==> config.mk <==
export PLATFORM = sky130hd
export DESIGN_NAME = csp_mapper_dev_flat
export DESIGN_NICKNAME = d
export VERILOG_FILES = /design/src/hw/csp_pkg.sv /design/src/hw/csp_link_if.sv /design/src/hw/csp_mapper_dev.sv /design/src/flat_wrapper.sv
export VERILOG_INCLUDE_DIRS = /design/src /design/src/hw
export SDC_FILE = /design/constraint.sdc
export NUM_CORES = 1
export LEC_CHECK = 0
export ABC_CLOCK_PERIOD_IN_PS = 7700
export BUFFER_PORTS_ARGS = -buffer_cell sky130_fd_sc_hd__buf_2
export CORE_ASPECT_RATIO = 1.1
export CORE_MARGIN = 2
export CORE_UTILIZATION = 64
export CTS_BUF_LIST = sky130_fd_sc_hd__clkbuf_4
export CTS_CLUSTER_DIAMETER = 100
export DETAILED_ROUTE_END_ITERATION = 8
export HOLD_SLACK_MARGIN = 0.05
export PLACE_DENSITY = 0.82
export SYNTH_ARGS = -nofsm -noshare
export SYNTH_HDL_FRONTEND = slang
export SYNTH_SLANG_ARGS = --single-unit
==> constraint.sdc <==
create_clock -name clk -period 7.7 [get_ports clk]
set_input_delay 0.385 -clock clk [delete_from_list [all_inputs] [get_ports clk]]
set_output_delay 0.385 -clock clk [all_outputs]
set_load 0.05 [all_outputs]
==> src/hw/csp_params.svh <==
`ifndef CSP_PARAMS_SVH
`define CSP_PARAMS_SVH

// Linear file window: files 10..59, register = (file - 10) * 100 + offset
`define CSP_FILE_LIN_MIN  8'h0A
`define CSP_FILE_LIN_MAX  8'h3B
`define CSP_FILE_STRIDE   16'h0064
// Register numbers reachable: 1..4964; offset limit 4964
`define CSP_REG_MIN       16'h0001
`define CSP_REG_MAX       16'h1364
// Bulk assembly file 60, arrays of 32 entries, offset 0..31
`define CSP_FILE_BULK     8'h3C
`define CSP_BULK_ENTRIES  16'h0020
`define CSP_BULK_OFS_MAX  16'h001F

`endif

==> src/hw/csp_pkg.sv <==
package csp_pkg;

    typedef logic [7:0]  csp_file_t;
    typedef logic [12:0] csp_ofs_t;
    typedef logic [12:0] csp_reg_t;
    typedef logic [15:0] csp_word_t;

    typedef enum logic [2:0] {
        CSP_DV_IDLE    = 3'b000,
        CSP_DV_CHECK   = 3'b001,
        CSP_DV_RDISSUE = 3'b010,
        CSP_DV_RDCAPT  = 3'b011,
        CSP_DV_WRWAIT  = 3'b100,
        CSP_DV_RESP    = 3'b101
    } csp_dev_state_e;

    typedef enum logic [1:0] {
        CSP_HS_IDLE = 2'b00,
        CSP_HS_REQ  = 2'b01,
        CSP_HS_XFER = 2'b10
    } csp_host_state_e;

endpackage

==> src/hw/csp_link_if.sv <==
`timescale 1ns/1ps
interface csp_link_if;
    import csp_pkg::*;

    logic      reqValid;
    logic      reqReady;
    logic      reqWrite;
    csp_file_t reqFile;
    csp_ofs_t  reqOffset;
    csp_ofs_t  reqCount;
    logic      wrValid;
    logic      wrReady;
    csp_word_t wrData;
    logic      rdValid;
    csp_word_t rdData;
    logic      rspValid;
    logic      rspErr;

    modport dev (
        input  reqValid, reqWrite, reqFile, reqOffset, reqCount, wrValid, wrData,
        output reqReady, wrReady, rdValid, rdData, rspValid, rspErr
    );

    modport host (
        output reqValid, reqWrite, reqFile, reqOffset, reqCount, wrValid, wrData,
        input  reqReady, wrReady, rdValid, rdData, rspValid, rspErr
    );
endinterface

==> src/hw/csp_mapper_dev.sv <==
// Contract
// Files 10-59: register = (file-10)*100 + offset
// Only files 10-59, registers 1-4964, offset<=4964
// Typed read serves reads, typed write serves writes
// File 60 reads follow produced array order
// File 60 writes go via consumed array
// File 60 offset 0-31, at most 32-offset elements
// Connection timeout or socket error raises timeout event
// Client gives start address plus element count
// Client writes only on change, reads freely
// Client avoids writing registers also cyclically written
// Out-of-range requests get error, no register touched
`timescale 1ns/1ps
`include "csp_params.svh"

module csp_mapper_dev (
    input  wire logic              clk,
    input  wire logic              rst_n,
    csp_link_if.dev                link,
    input  wire logic              connTimeout,
    input  wire logic              sockError,
    input  wire logic              cfgWe,
    input  wire logic              cfgConsumed,
    input  wire logic [4:0]        cfgIdx,
    input  wire csp_pkg::csp_reg_t cfgReg,
    output logic                   regRe,
    output logic                   regWe,
    output csp_pkg::csp_reg_t      regAddr,
    output csp_pkg::csp_word_t     regWdata,
    input  wire csp_pkg::csp_word_t regRdata,
    output logic                   timeoutEvent
);
    import csp_pkg::*;

    csp_dev_state_e state_r;
    csp_file_t      file_r;
    csp_ofs_t       off_r;
    csp_ofs_t       cnt_r;
    csp_ofs_t       idx_r;
    logic           isWrite_r;
    logic           err_r;
    logic           reqReady_r;
    logic           wrReady_r;
    logic           rdValid_r;
    csp_word_t      rdData_r;
    logic           rspValid_r;
    logic           rspErr_r;
    logic           regRe_r;
    logic           regWe_r;
    csp_reg_t       regAddr_r;
    csp_word_t      regWdata_r;
    logic           timeoutEvent_r;

    // Array storage kept here; only a handful of flops wide, no RAM macro needed
    csp_reg_t       prodMap [32];
    csp_reg_t       consMap [32];

    wire logic [15:0] fileW     = {8'h00, file_r};
    wire logic [15:0] offW      = {3'h0, off_r};
    wire logic [15:0] cntW      = {3'h0, cnt_r};
    wire logic        isLin     = (file_r >= `CSP_FILE_LIN_MIN) &&
                                  (file_r <= `CSP_FILE_LIN_MAX);
    wire logic        isBulk    = (file_r == `CSP_FILE_BULK);
    // File numbers below 10 wrap here; isLin masks that case out of linOk
    wire logic [31:0] linProd   = (fileW - 16'(`CSP_FILE_LIN_MIN)) * `CSP_FILE_STRIDE;
    wire logic [15:0] linStart  = 16'(linProd) + offW;
    wire logic [15:0] linEnd    = linStart + cntW - 16'h0001;
    wire logic        linOk     = isLin && (cnt_r != 13'h0000) &&
                                  (offW <= `CSP_REG_MAX) &&
                                  (linStart >= `CSP_REG_MIN) &&
                                  (linEnd <= `CSP_REG_MAX);
    wire logic        bulkOk    = isBulk && (cnt_r != 13'h0000) &&
                                  (offW <= `CSP_BULK_OFS_MAX) &&
                                  ((offW + cntW) <= `CSP_BULK_ENTRIES);
    wire logic        reqOk     = linOk || bulkOk;
    wire logic [4:0]  bulkIdx   = 5'(off_r + idx_r);
    wire csp_reg_t    bulkReg   = isWrite_r ? consMap[bulkIdx]
                                            : prodMap[bulkIdx];
    wire csp_reg_t    linReg    = 13'(linStart + {3'h0, idx_r});
    wire csp_reg_t    curReg    = isBulk ? bulkReg : linReg;
    wire logic        lastElem  = (idx_r == 13'(cnt_r - 13'h0001));
    wire logic        reqTake   = link.reqValid && reqReady_r;
    wire logic        wrTake    = link.wrValid && wrReady_r;

    // Arrays are not reset: whoever owns them must load them before bulk use
    always_ff @(posedge clk) begin
        if (cfgWe && cfgConsumed) begin
            consMap[cfgIdx] <= cfgReg;
        end
        if (cfgWe && !cfgConsumed) begin
            prodMap[cfgIdx] <= cfgReg;
        end
    end

    // Registered so a short error pulse still reaches the output cleanly
    always_ff @(posedge clk) begin
        if (!rst_n) begin
            timeoutEvent_r <= 1'b0;
        end else begin
            timeoutEvent_r <= connTimeout || sockError;
        end
    end

    always_ff @(posedge clk) begin
        if (!rst_n) begin
            state_r    <= CSP_DV_IDLE;
            file_r     <= 8'h00;
            off_r      <= 13'h0000;
            cnt_r      <= 13'h0000;
            idx_r      <= 13'h0000;
            isWrite_r  <= 1'b0;
            err_r      <= 1'b0;
            reqReady_r <= 1'b0;
            wrReady_r  <= 1'b0;
            rdValid_r  <= 1'b0;
            rdData_r   <= 16'h0000;
            rspValid_r <= 1'b0;
            rspErr_r   <= 1'b0;
            regRe_r    <= 1'b0;
            regWe_r    <= 1'b0;
            regAddr_r  <= 13'h0000;
            regWdata_r <= 16'h0000;
        end else begin
            regRe_r    <= 1'b0;
            regWe_r    <= 1'b0;
            rdValid_r  <= 1'b0;
            rspValid_r <= 1'b0;
            case (state_r)
                CSP_DV_IDLE: begin
                    reqReady_r <= !reqTake;
                    if (reqTake) begin
                        file_r    <= link.reqFile;
                        off_r     <= link.reqOffset;
                        cnt_r     <= link.reqCount;
                        isWrite_r <= link.reqWrite;
                        idx_r     <= 13'h0000;
                        state_r   <= CSP_DV_CHECK;
                    end
                end
                CSP_DV_CHECK: begin
                    // Whole request is checked before any access so a bad one leaves no trace
                    err_r <= !reqOk;
                    if (!reqOk) begin
                        state_r <= CSP_DV_RESP;
                    end else if (isWrite_r) begin
                        wrReady_r <= 1'b1;
                        state_r   <= CSP_DV_WRWAIT;
                    end else begin
                        state_r <= CSP_DV_RDISSUE;
                    end
                end
                CSP_DV_RDISSUE: begin
                    regRe_r   <= 1'b1;
                    regAddr_r <= curReg;
                    state_r   <= CSP_DV_RDCAPT;
                end
                CSP_DV_RDCAPT: begin
                    // Register file answers one cycle after regRe, so wait out that pulse
                    if (!regRe_r) begin
                        rdValid_r <= 1'b1;
                        rdData_r  <= regRdata;
                        idx_r     <= idx_r + 13'h0001;
                        state_r   <= lastElem ? CSP_DV_RESP : CSP_DV_RDISSUE;
                    end
                end
                CSP_DV_WRWAIT: begin
                    // Ready drops for a cycle after each take: one word in flight, half rate
                    wrReady_r <= !wrTake;
                    if (wrTake) begin
                        regWe_r    <= 1'b1;
                        regAddr_r  <= curReg;
                        regWdata_r <= link.wrData;
                        idx_r      <= idx_r + 13'h0001;
                        if (lastElem) begin
                            state_r <= CSP_DV_RESP;
                        end
                    end
                end
                CSP_DV_RESP: begin
                    // Ready returns with the response, so only one request is ever open
                    wrReady_r  <= 1'b0;
                    rspValid_r <= 1'b1;
                    rspErr_r   <= err_r;
                    reqReady_r <= 1'b1;
                    state_r    <= CSP_DV_IDLE;
                end
                default: begin
                    state_r <= CSP_DV_IDLE;
                end
            endcase
        end
    end

    assign link.reqReady = reqReady_r;
    assign link.wrReady  = wrReady_r;
    assign link.rdValid  = rdValid_r;
    assign link.rdData   = rdData_r;
    assign link.rspValid = rspValid_r;
    assign link.rspErr   = rspErr_r;
    assign regRe         = regRe_r;
    assign regWe         = regWe_r;
    assign regAddr       = regAddr_r;
    assign regWdata      = regWdata_r;
    assign timeoutEvent  = timeoutEvent_r;

endmodule

==> src/flat_wrapper.sv <==
// flat-port wrapper written by rule: the top's interface ports become plain ports
module csp_mapper_dev_flat import csp_pkg::*;
  (clk, rst_n, connTimeout, sockError, cfgWe, cfgConsumed, cfgIdx, cfgReg, regRe, regWe, regAddr, regWdata, regRdata, timeoutEvent, link_reqValid, link_reqWrite, link_reqFile, link_reqOffset, link_reqCount, link_wrValid, link_wrData, link_reqReady, link_wrReady, link_rdValid, link_rdData, link_rspValid, link_rspErr);
  csp_link_if link_i ();
  input  wire logic clk;
  input  wire logic rst_n;
  input  wire logic connTimeout;
  input  wire logic sockError;
  input  wire logic cfgWe;
  input  wire logic cfgConsumed;
  input  wire logic [4:0] cfgIdx;
  input  wire csp_pkg::csp_reg_t cfgReg;
  output logic regRe;
  output logic regWe;
  output csp_pkg::csp_reg_t regAddr;
  output csp_pkg::csp_word_t regWdata;
  input  wire csp_pkg::csp_word_t regRdata;
  output logic timeoutEvent;
  input wire logic [$bits(link_i.reqValid)-1:0] link_reqValid;
  input wire logic [$bits(link_i.reqWrite)-1:0] link_reqWrite;
  input wire logic [$bits(link_i.reqFile)-1:0] link_reqFile;
  input wire logic [$bits(link_i.reqOffset)-1:0] link_reqOffset;
  input wire logic [$bits(link_i.reqCount)-1:0] link_reqCount;
  input wire logic [$bits(link_i.wrValid)-1:0] link_wrValid;
  input wire logic [$bits(link_i.wrData)-1:0] link_wrData;
  output wire logic [$bits(link_i.reqReady)-1:0] link_reqReady;
  output wire logic [$bits(link_i.wrReady)-1:0] link_wrReady;
  output wire logic [$bits(link_i.rdValid)-1:0] link_rdValid;
  output wire logic [$bits(link_i.rdData)-1:0] link_rdData;
  output wire logic [$bits(link_i.rspValid)-1:0] link_rspValid;
  output wire logic [$bits(link_i.rspErr)-1:0] link_rspErr;
  assign link_i.reqValid = link_reqValid;
  assign link_i.reqWrite = link_reqWrite;
  assign link_i.reqFile = link_reqFile;
  assign link_i.reqOffset = link_reqOffset;
  assign link_i.reqCount = link_reqCount;
  assign link_i.wrValid = link_wrValid;
  assign link_i.wrData = link_wrData;
  assign link_reqReady = link_i.reqReady;
  assign link_wrReady = link_i.wrReady;
  assign link_rdValid = link_i.rdValid;
  assign link_rdData = link_i.rdData;
  assign link_rspValid = link_i.rspValid;
  assign link_rspErr = link_i.rspErr;
  csp_mapper_dev u_core (.clk(clk), .rst_n(rst_n), .link(link_i), .connTimeout(connTimeout), .sockError(sockError), .cfgWe(cfgWe), .cfgConsumed(cfgConsumed), .cfgIdx(cfgIdx), .cfgReg(cfgReg), .regRe(regRe), .regWe(regWe), .regAddr(regAddr), .regWdata(regWdata), .regRdata(regRdata), .timeoutEvent(timeoutEvent));
endmodule
==> results of run 1 <==
worst max-delay path, delay by kind of cell, from the launching register on:
| family | cells | cell delay, ns |
|---|---|---|
| buffers and inverters | 5 | 0.37 |
| AND/OR/NAND/NOR | 7 | 0.94 |
| XOR/XNOR | 2 | 0.59 |
| flip-flops | 1 | 0.46 |
| AO/OA/AOI/OAI | 9 | 1.90 |
| adder cells (fa/ha/maj) | 8 | 2.68 |
flip-flops by register name, summed over array words and instances, names as in the netlist:
| register | flops |
|---|---|
| u_core.consMap | 416 |
| u_core.prodMap | 416 |
| u_core.link.rdData | 16 |
| u_core.regWdata | 16 |
| u_core.cnt_r | 13 |
| u_core.idx_r | 13 |
| u_core.off_r | 13 |
| u_core.regAddr | 13 |
| u_core.file_r | 8 |
| u_core.state_r | 3 |
| u_core.err_r | 1 |
| u_core.isWrite_r | 1 |
| u_core.link.rdValid | 1 |
| u_core.link.reqReady | 1 |
| u_core.link.rspErr | 1 |
| u_core.link.rspValid | 1 |
| u_core.link.wrReady | 1 |
| u_core.regRe | 1 |
| u_core.regWe | 1 |
| u_core.timeoutEvent | 1 |
per-stage QoR:
stage	power [W]	instance area (um^2)	utilization (%)	cells
3_3_place_gp	0.01567	42410	67.90	3384
4_1_cts	0.01994	47300	75.72	3982
3_5_place_dp	0.01593	42410	67.90	3384
6_report	0.02002	47320	75.75	3986
2_1_floorplan	0.01368	40500	-	2444
5_1_grt	0.02138	47310	75.75	3984
per-layer routing:
metal	GRT usage [%]	up-vias	wire length [um]
met4	15.34	2	4557
met1	40.65	12690	37040
li1	-	10850	-
met5	0	-	12
met3	6.741	313	9015
met2	54.62	1603	52820
synthesized netlist by cell type, drive strengths merged, types with 7 or more instances:
cell	count	area, um^2
edfxtp	832	24980
mux4	251	5653
nand2	238	893.4
nor2	125	469.2
dfxtp	105	2102
ha	98	1226
inv	98	367.9
a21boi	74	555.5
clkbuf	60	225.2
a21oi	57	285.3
o21ai	56	280.3
buf	45	262.8
xnor2	37	331.6
xor2	37	324.1
and3	28	175.2
a31oi	25	156.4
nand3	24	120.1
nor3	23	115.1
mux2i	17	170.2
a21o	15	112.6
nor2b	15	93.84
nor4	14	93.84
o21a	14	105.1
fa	12	240.2
nand4	12	75.07
nand2b	11	68.82
a211oi	10	95.09
or3	10	62.56
o21bai	7	56.30
o22ai	7	43.79
cells by family after synthesis:
kind of cell               synth area share (%)
DFF                                       66.88
and+or+nand+nor                           5.963
AOI/OAI and AO/OA                         5.422
muxes                                     14.38
buffers and inverters                     2.113
adders and majority gates                 3.621
xor gates and xnor gates                  1.619
worst max-delay path by stage:
| stage | startpoint | to | depth (start not counted) |
|---|---|---|---|
| finish | u_core.file_r[1]$_SDFFE_PN0P_ | u_core.state_r[0]$_SDFFE_PN0P_ | 31 |
| global route | u_core.file_r[1]$_SDFFE_PN0P_ | u_core.state_r[0]$_SDFFE_PN0P_ | 31 |
| CTS | u_core.file_r[1]$_SDFFE_PN0P_ | u_core.state_r[0]$_SDFFE_PN0P_ | 31 |
| detailed placement | u_core.file_r[1]$_SDFFE_PN0P_ | u_core.state_r[0]$_SDFFE_PN0P_ | 31 |
| global placement | u_core.file_r[1]$_SDFFE_PN0P_ | u_core.err_r$_SDFFE_PN0N_ | 31 |
| floorplan | u_core.file_r[1]$_SDFFE_PN0P_ | u_core.err_r$_SDFFE_PN0N_ | 31 |
repair_timing:
| item | CTS | global route |
|---|---|---|
| hold buffers | 211 | 0 |
| endpoints found under the setup margin | 0 | 5 |
| hold endpoints to repair | 237 | 0 |
| gates resized for setup | 0 | 1 |
layout make-up:
type | instances | area share [%]
Sequential cell | 937 | 57.25
Multi-Input combinational cell | 1304 | 26.70
Timing Repair Buffer | 423 | 7.193
Clock buffer | 306 | 4.855
Tap cell | 833 | 2.203
Clock inverter | 81 | 1.008
Inverter | 98 | 0.7774
Antenna cell | 4 | 0.02116
power by group:
group	switching [W]	leakage, nW	internal (W)
clock	0.00197	1.64	0.00196
sequential	0.000120	8.33	0.00561
combinational	0.00582	6.28	0.00456
total	0.00790	16.3	0.0121
placed cells by master, fill, tap and decap left out, types with 34 or more instances in the layout:
| master | netlist | final |
|---|---|---|
| clkbuf_4 | 0 | 306 |
| edfxtp_1 | 832 | 832 |
| xor2_1 | 37 | 36 |
| buf_2 | 33 | 145 |
| clkinv_1 | 0 | 55 |
| inv_1 | 97 | 97 |
| ha_1 | 98 | 97 |
| a21oi_1 | 57 | 56 |
| dlygate4sd3_1 | 0 | 211 |
| dfxtp_1 | 105 | 105 |
| mux4_2 | 251 | 251 |
| xnor2_1 | 36 | 34 |
| nand2_1 | 238 | 238 |
| buf_4 | 4 | 62 |
| o21ai_0 | 48 | 48 |
| a21boi_0 | 72 | 72 |
| nor2_1 | 125 | 120 |
==> results.py, run 1 <==
metrics = {
    "global_route": {
        "grt-ovfl-total": 0,
        "antenna_found_initial": 4,
        "grt_pass1_vias": 26190,
        "grt_pass1_wl_mm": 155.7,
        "grt_use_total_pct": 32.35,
        "grt_max_degree": 74,
    },
    "setup_path": {
        "r2r-start": "u_core.file_r[1]$_SDFFE_PN0P_",
        "cp_max_fo": 7,
        "critPathMostFrequentCell": "ha_1",
        "reg2reg_depth": 31,
        "path_class": "flip-flop to flip-flop",
        "r2r_slack_ns": 0.67,
        "critPathArrivalTime_ns": 7.98,
        "slowest_stage": "fa_1",
        "start_kind": "flip-flop",
        "crit_path_end_kind": "flip-flop",
        "max_stage_delay_ns": 0.50,
        "r2r_end": "u_core.state_r[0]$_SDFFE_PN0P_",
        "critPathRequiredTime_ns": 8.65,
    },
    "yosys": {
        "seq_area_frac_synth_pct": 66.88,
        "ys.flop_type": "edfxtp_1",
        "ys_seq_elements": 937,
        "synth_fp_nets": 2647,
        "synthesis.instances": 2444,
        "netlist_area_um2": 40500,
        "syn_area_per_cell_um2": 16.57,
        "synth_edf_count": 832,
        "async_flop_share_pct": 0,
        "yosys_warnings": 0,
        "yosysUniqueCellTypes": 81,
    },
    "drt": {
        "ant_nets": 0,
        "first_pass_iters": 9,
        "wire_per_inst_um": 25.95,
        "route.detailed.drc": 0,
        "viasPerCell": 6.386,
        "wl_mm": 103.4,
        "drt_iter0_markers": 3102,
        "vias": 25450,
    },
    "clock_network": {
        "clkLatencyLatePin_ns": 1.09,
        "clkTransAtPathRegs_ns": 0.07,
        "cts_setup_buffers": 0,
        "cts_root_buffer": "clkbuf_4",
        "clockBufferDepth": 3,
        "clock-sinks": 937,
        "cts_made_buffers": 215,
        "cts_tree": "done",
        "htree_levels": 4,
    },
    "timing": {
        "fin_ws_ns": 0.6661,
        "rsz0062_at_grt": "no",
        "clock_skew_ns": 0.07900,
        "tns_ns": 0,
        "setup_violations": 0,
        "finalHoldViolCount": 0,
        "whs_ns": 0.1563,
        "fin_crit_ns": 7.034,
        "finalCritPeriodShare_pct": 91.35,
        "slew_headroom_pct": 10.29,
        "fmax_mhz": 142.2,
        "report.final.slew_viol_count": 0,
        "worst_pin_slew_ns": 1.346,
    },
    "hold_path": {
        "hp-start": "cfgReg[8]",
        "worstHoldPathType": "primary input to flip-flop",
        "hold-path-endpoint": "u_core.prodMap[3][8]$_DFFE_PP_",
        "holdPathStages": 1,
    },
    "place": {
        "globalplace.congestion": 0.9144,
        "hpwl_mm": 60.92,
        "numPortBuffers": 145,
        "dp_worst_setup_slack_ns": 0.5782,
    },
    "floorplan": {
        "io_pins": 146,
        "core_um2": 62460,
        "die_w_um": 243.8,
        "num_rows": 96,
        "dieArea_um2": 65310,
        "start_util_pct": 64.84,
        "die-height_um": 267.8,
    },
    "layout": {
        "fillers": 3542,
        "register_area_um2": 27090,
        "nets": 3182,
        "area_growth_pct": 16.84,
        "multiInputGateArea_um2": 12630,
        "drive_above_1_share_pct": 26.20,
    },
    "job": {
        "cap_violations": 0,
    },
    "pwr": {
        "peakVddDrop_v": 0.0009305,
        "powerDensity_nw_per_um2": 423.2,
        "p_leak_nw": 16.25,
    },
    "outcome": {
        "status": "finished, final reports clean",
    },
}
No activity file was read; power rests on OpenSTA's default activity.
==> run 2, diff against run 1 <==
ABC_CLOCK_PERIOD_IN_PS = 8950   (was 7700)
CORE_UTILIZATION = 65   (was 64)
PLACE_DENSITY = default   (was 0.82)
PLACE_DENSITY_LB_ADDON = 0.15   (was default)
RECOVER_POWER = 50   (was default)
clock period = 8.95 ns   (was 7.7 ns; I/O delays follow)
==> run 2 against run 1 <==
Sequential cell count unchanged. Critical path type unchanged. Sequential share of layout area grew 0.86 points. The flow now finishes with violations (max-capacitance violations, max-slew violations). Cell count is 1.5% lower. Largest cell class unchanged. Die area decreased by 1.5%.
==> results.py, run 2 (same netlist as run 1, synthesis figures left out) <==
metrics = {
    "global_route": {
        "antenna_found_initial": 3,
        "grt-ovfl-total": 0,
        "grt_use_total_pct": 30.91,
        "grt_pass1_vias": 25420,
        "grt_pass1_wl_mm": 147.9,
        "grt_max_degree": 111,
    },
    "clock_network": {
        "clockBufferDepth": 3,
        "cts_root_buffer": "clkbuf_4",
        "cts_tree": "done",
        "cts_made_buffers": 221,
        "cts_setup_buffers": 0,
        "cts_resized": 0,
        "clock-sinks": 937,
        "clkLatencyLatePin_ns": 1.05,
        "ctsHoldBuffers": 132,
        "clkTransAtPathRegs_ns": 0.07,
        "htree_levels": 4,
    },
    "floorplan": {
        "die-height_um": 265.8,
        "io_pins": 146,
        "num_rows": 95,
        "core_um2": 61330,
        "dieArea_um2": 64320,
        "start_util_pct": 66.03,
        "die_w_um": 242.0,
    },
    "drt": {
        "ant_nets": 0,
        "viasPerCell": 6.241,
        "route.detailed.drc": 0,
        "first_pass_iters": 6,
        "wl_mm": 97.75,
        "vias": 24500,
        "wire_per_inst_um": 24.90,
        "drt_iter0_markers": 2446,
    },
    "timing": {
        "tns_ns": 0,
        "fin_crit_ns": 7.115,
        "slew_headroom_pct": -101.5,
        "fmax_mhz": 140.6,
        "rsz0062_at_grt": "no",
        "worst_pin_slew_ns": 3.023,
        "setup_violations": 0,
        "whs_ns": 0.2299,
        "clock_skew_ns": 0.04573,
        "report.final.slew_viol_count": 845,
        "finalCritPeriodShare_pct": 79.49,
        "finalHoldViolCount": 0,
    },
    "place": {
        "hpwl_mm": 59.10,
        "globalplace.congestion": 0.9120,
        "numPortBuffers": 145,
    },
    "setup_path": {
        "crit_path_end_kind": "flip-flop",
        "worst-path-buf-inv": 5,
        "path_class": "flip-flop to flip-flop",
        "r2r_slack_ns": 1.84,
        "critPathMostFrequentCell": "ha_1",
        "reg2reg_depth": 31,
        "r2r_end": "u_core.state_r[0]$_SDFFE_PN0P_",
        "critPathArrivalTime_ns": 8.04,
        "r2r-start": "u_core.file_r[1]$_SDFFE_PN0P_",
        "cp_max_fo": 7,
        "critPathRequiredTime_ns": 9.87,
        "cp.depth": 31,
        "startpoint": "u_core.file_r[1]$_SDFFE_PN0P_",
        "cp-endpoint": "u_core.state_r[0]$_SDFFE_PN0P_",
        "slowest_stage": "fa_1",
        "start_kind": "flip-flop",
        "max_stage_delay_ns": 0.49,
        "cpLargestDelayFamily": "adder cells",
    },
    "layout": {
        "top_regs": "u_core.consMap x416, u_core.prodMap x416",
        "final_cell_mix": "832 x edfxtp_1, 333 x clkbuf_4, 251 x mux4_2",
        "drive_above_1_share_pct": 26.48,
        "area_growth_pct": 15.10,
        "nets": 3113,
        "fin_util_pct": 76.00,
        "layout_commonest_cell": "edfxtp_1",
    },
    "pwr": {
        "powerDensity_nw_per_um2": 370.3,
        "p_leak_nw": 15.99,
        "power_w": 0.01726,
        "peakVddDrop_v": 0.0009457,
    },
    "outcome": {
        "status": "complete, but fails checks",
        "violations": "max-capacitance violations, max-slew violations",
    },
    "hold_path": {
        "worstHoldPathType": "primary input to flip-flop",
        "holdPathStages": 4,
    },
    "job": {
        "cap_violations": 13,
    },
}
[run 2: area by class of cell]
class | instances | area, um^2
flip-flops and latches | 937 | 27090
fillers | 3563 | 14720
multi-input cells | 1304 | 12630
repair buffers | 348 | 2554
clock buffers | 333 | 2500
well taps | 824 | 1031
clock inverters | 77 | 431.7
inverters | 98 | 367.9
diodes | 4 | 10.01
[run 2: worst register-to-register path: cells and delay by family, from the launching register on]
kind,cells,cell delay [ns]
compound gates,9,2.01
fa+ha+maj,8,2.66
simple gates,7,0.93
xor+xnor,2,0.57
flops,1,0.48
buf+inv,5,0.38
[run 2: worst min path at each step]
stage	start	endpoint	slack (ns)
after global routing	link_reqCount[6]	u_core.cnt_r[6]$_SDFFE_PN0P_	0.14
after global placement	u_core.err_r$_SDFFE_PN0N_	u_core.err_r$_SDFFE_PN0N_	0.45
final	link_reqOffset[12]	u_core.off_r[12]$_SDFFE_PN0P_	0.23
after floorplan	u_core.err_r$_SDFFE_PN0N_	u_core.err_r$_SDFFE_PN0N_	0.43
after CTS	cfgConsumed	u_core.consMap[9][10]$_DFFE_PP_	0.09
after detailed placement	u_core.err_r$_SDFFE_PN0N_	u_core.err_r$_SDFFE_PN0N_	0.44
[run 2: layer usage]
metal | up-vias | GRT usage, % | share of wire, %
met4 | 0 | 14.00 | 4.2
li1 | 10710 | - | -
met1 | 12350 | 39.60 | 38
met5 | - | 0 | 0
met3 | 221 | 6.094 | 7.4
met2 | 1212 | 51.96 | 51
[run 2: per-stage QoR]
step | cells | setup WS, ns | area, um^2
after floorplan | 2444 | 2.701 | 40500
after global placement | 3379 | 1.972 | 42400
after detailed placement | 3379 | 1.866 | 42400
after CTS | 3921 | 1.861 | 46650
after global routing | 3925 | 1.389 | 46610
final | 3925 | 1.835 | 46610
[run 2: report_power, final]
group	switching [W]	internal, W	leakage, nW	total [W]
Combinational	0.00497	0.00386	5.93	0.00883
Sequential	0.000102	0.00483	8.33	0.00493
Clock	0.00168	0.00182	1.72	0.00350
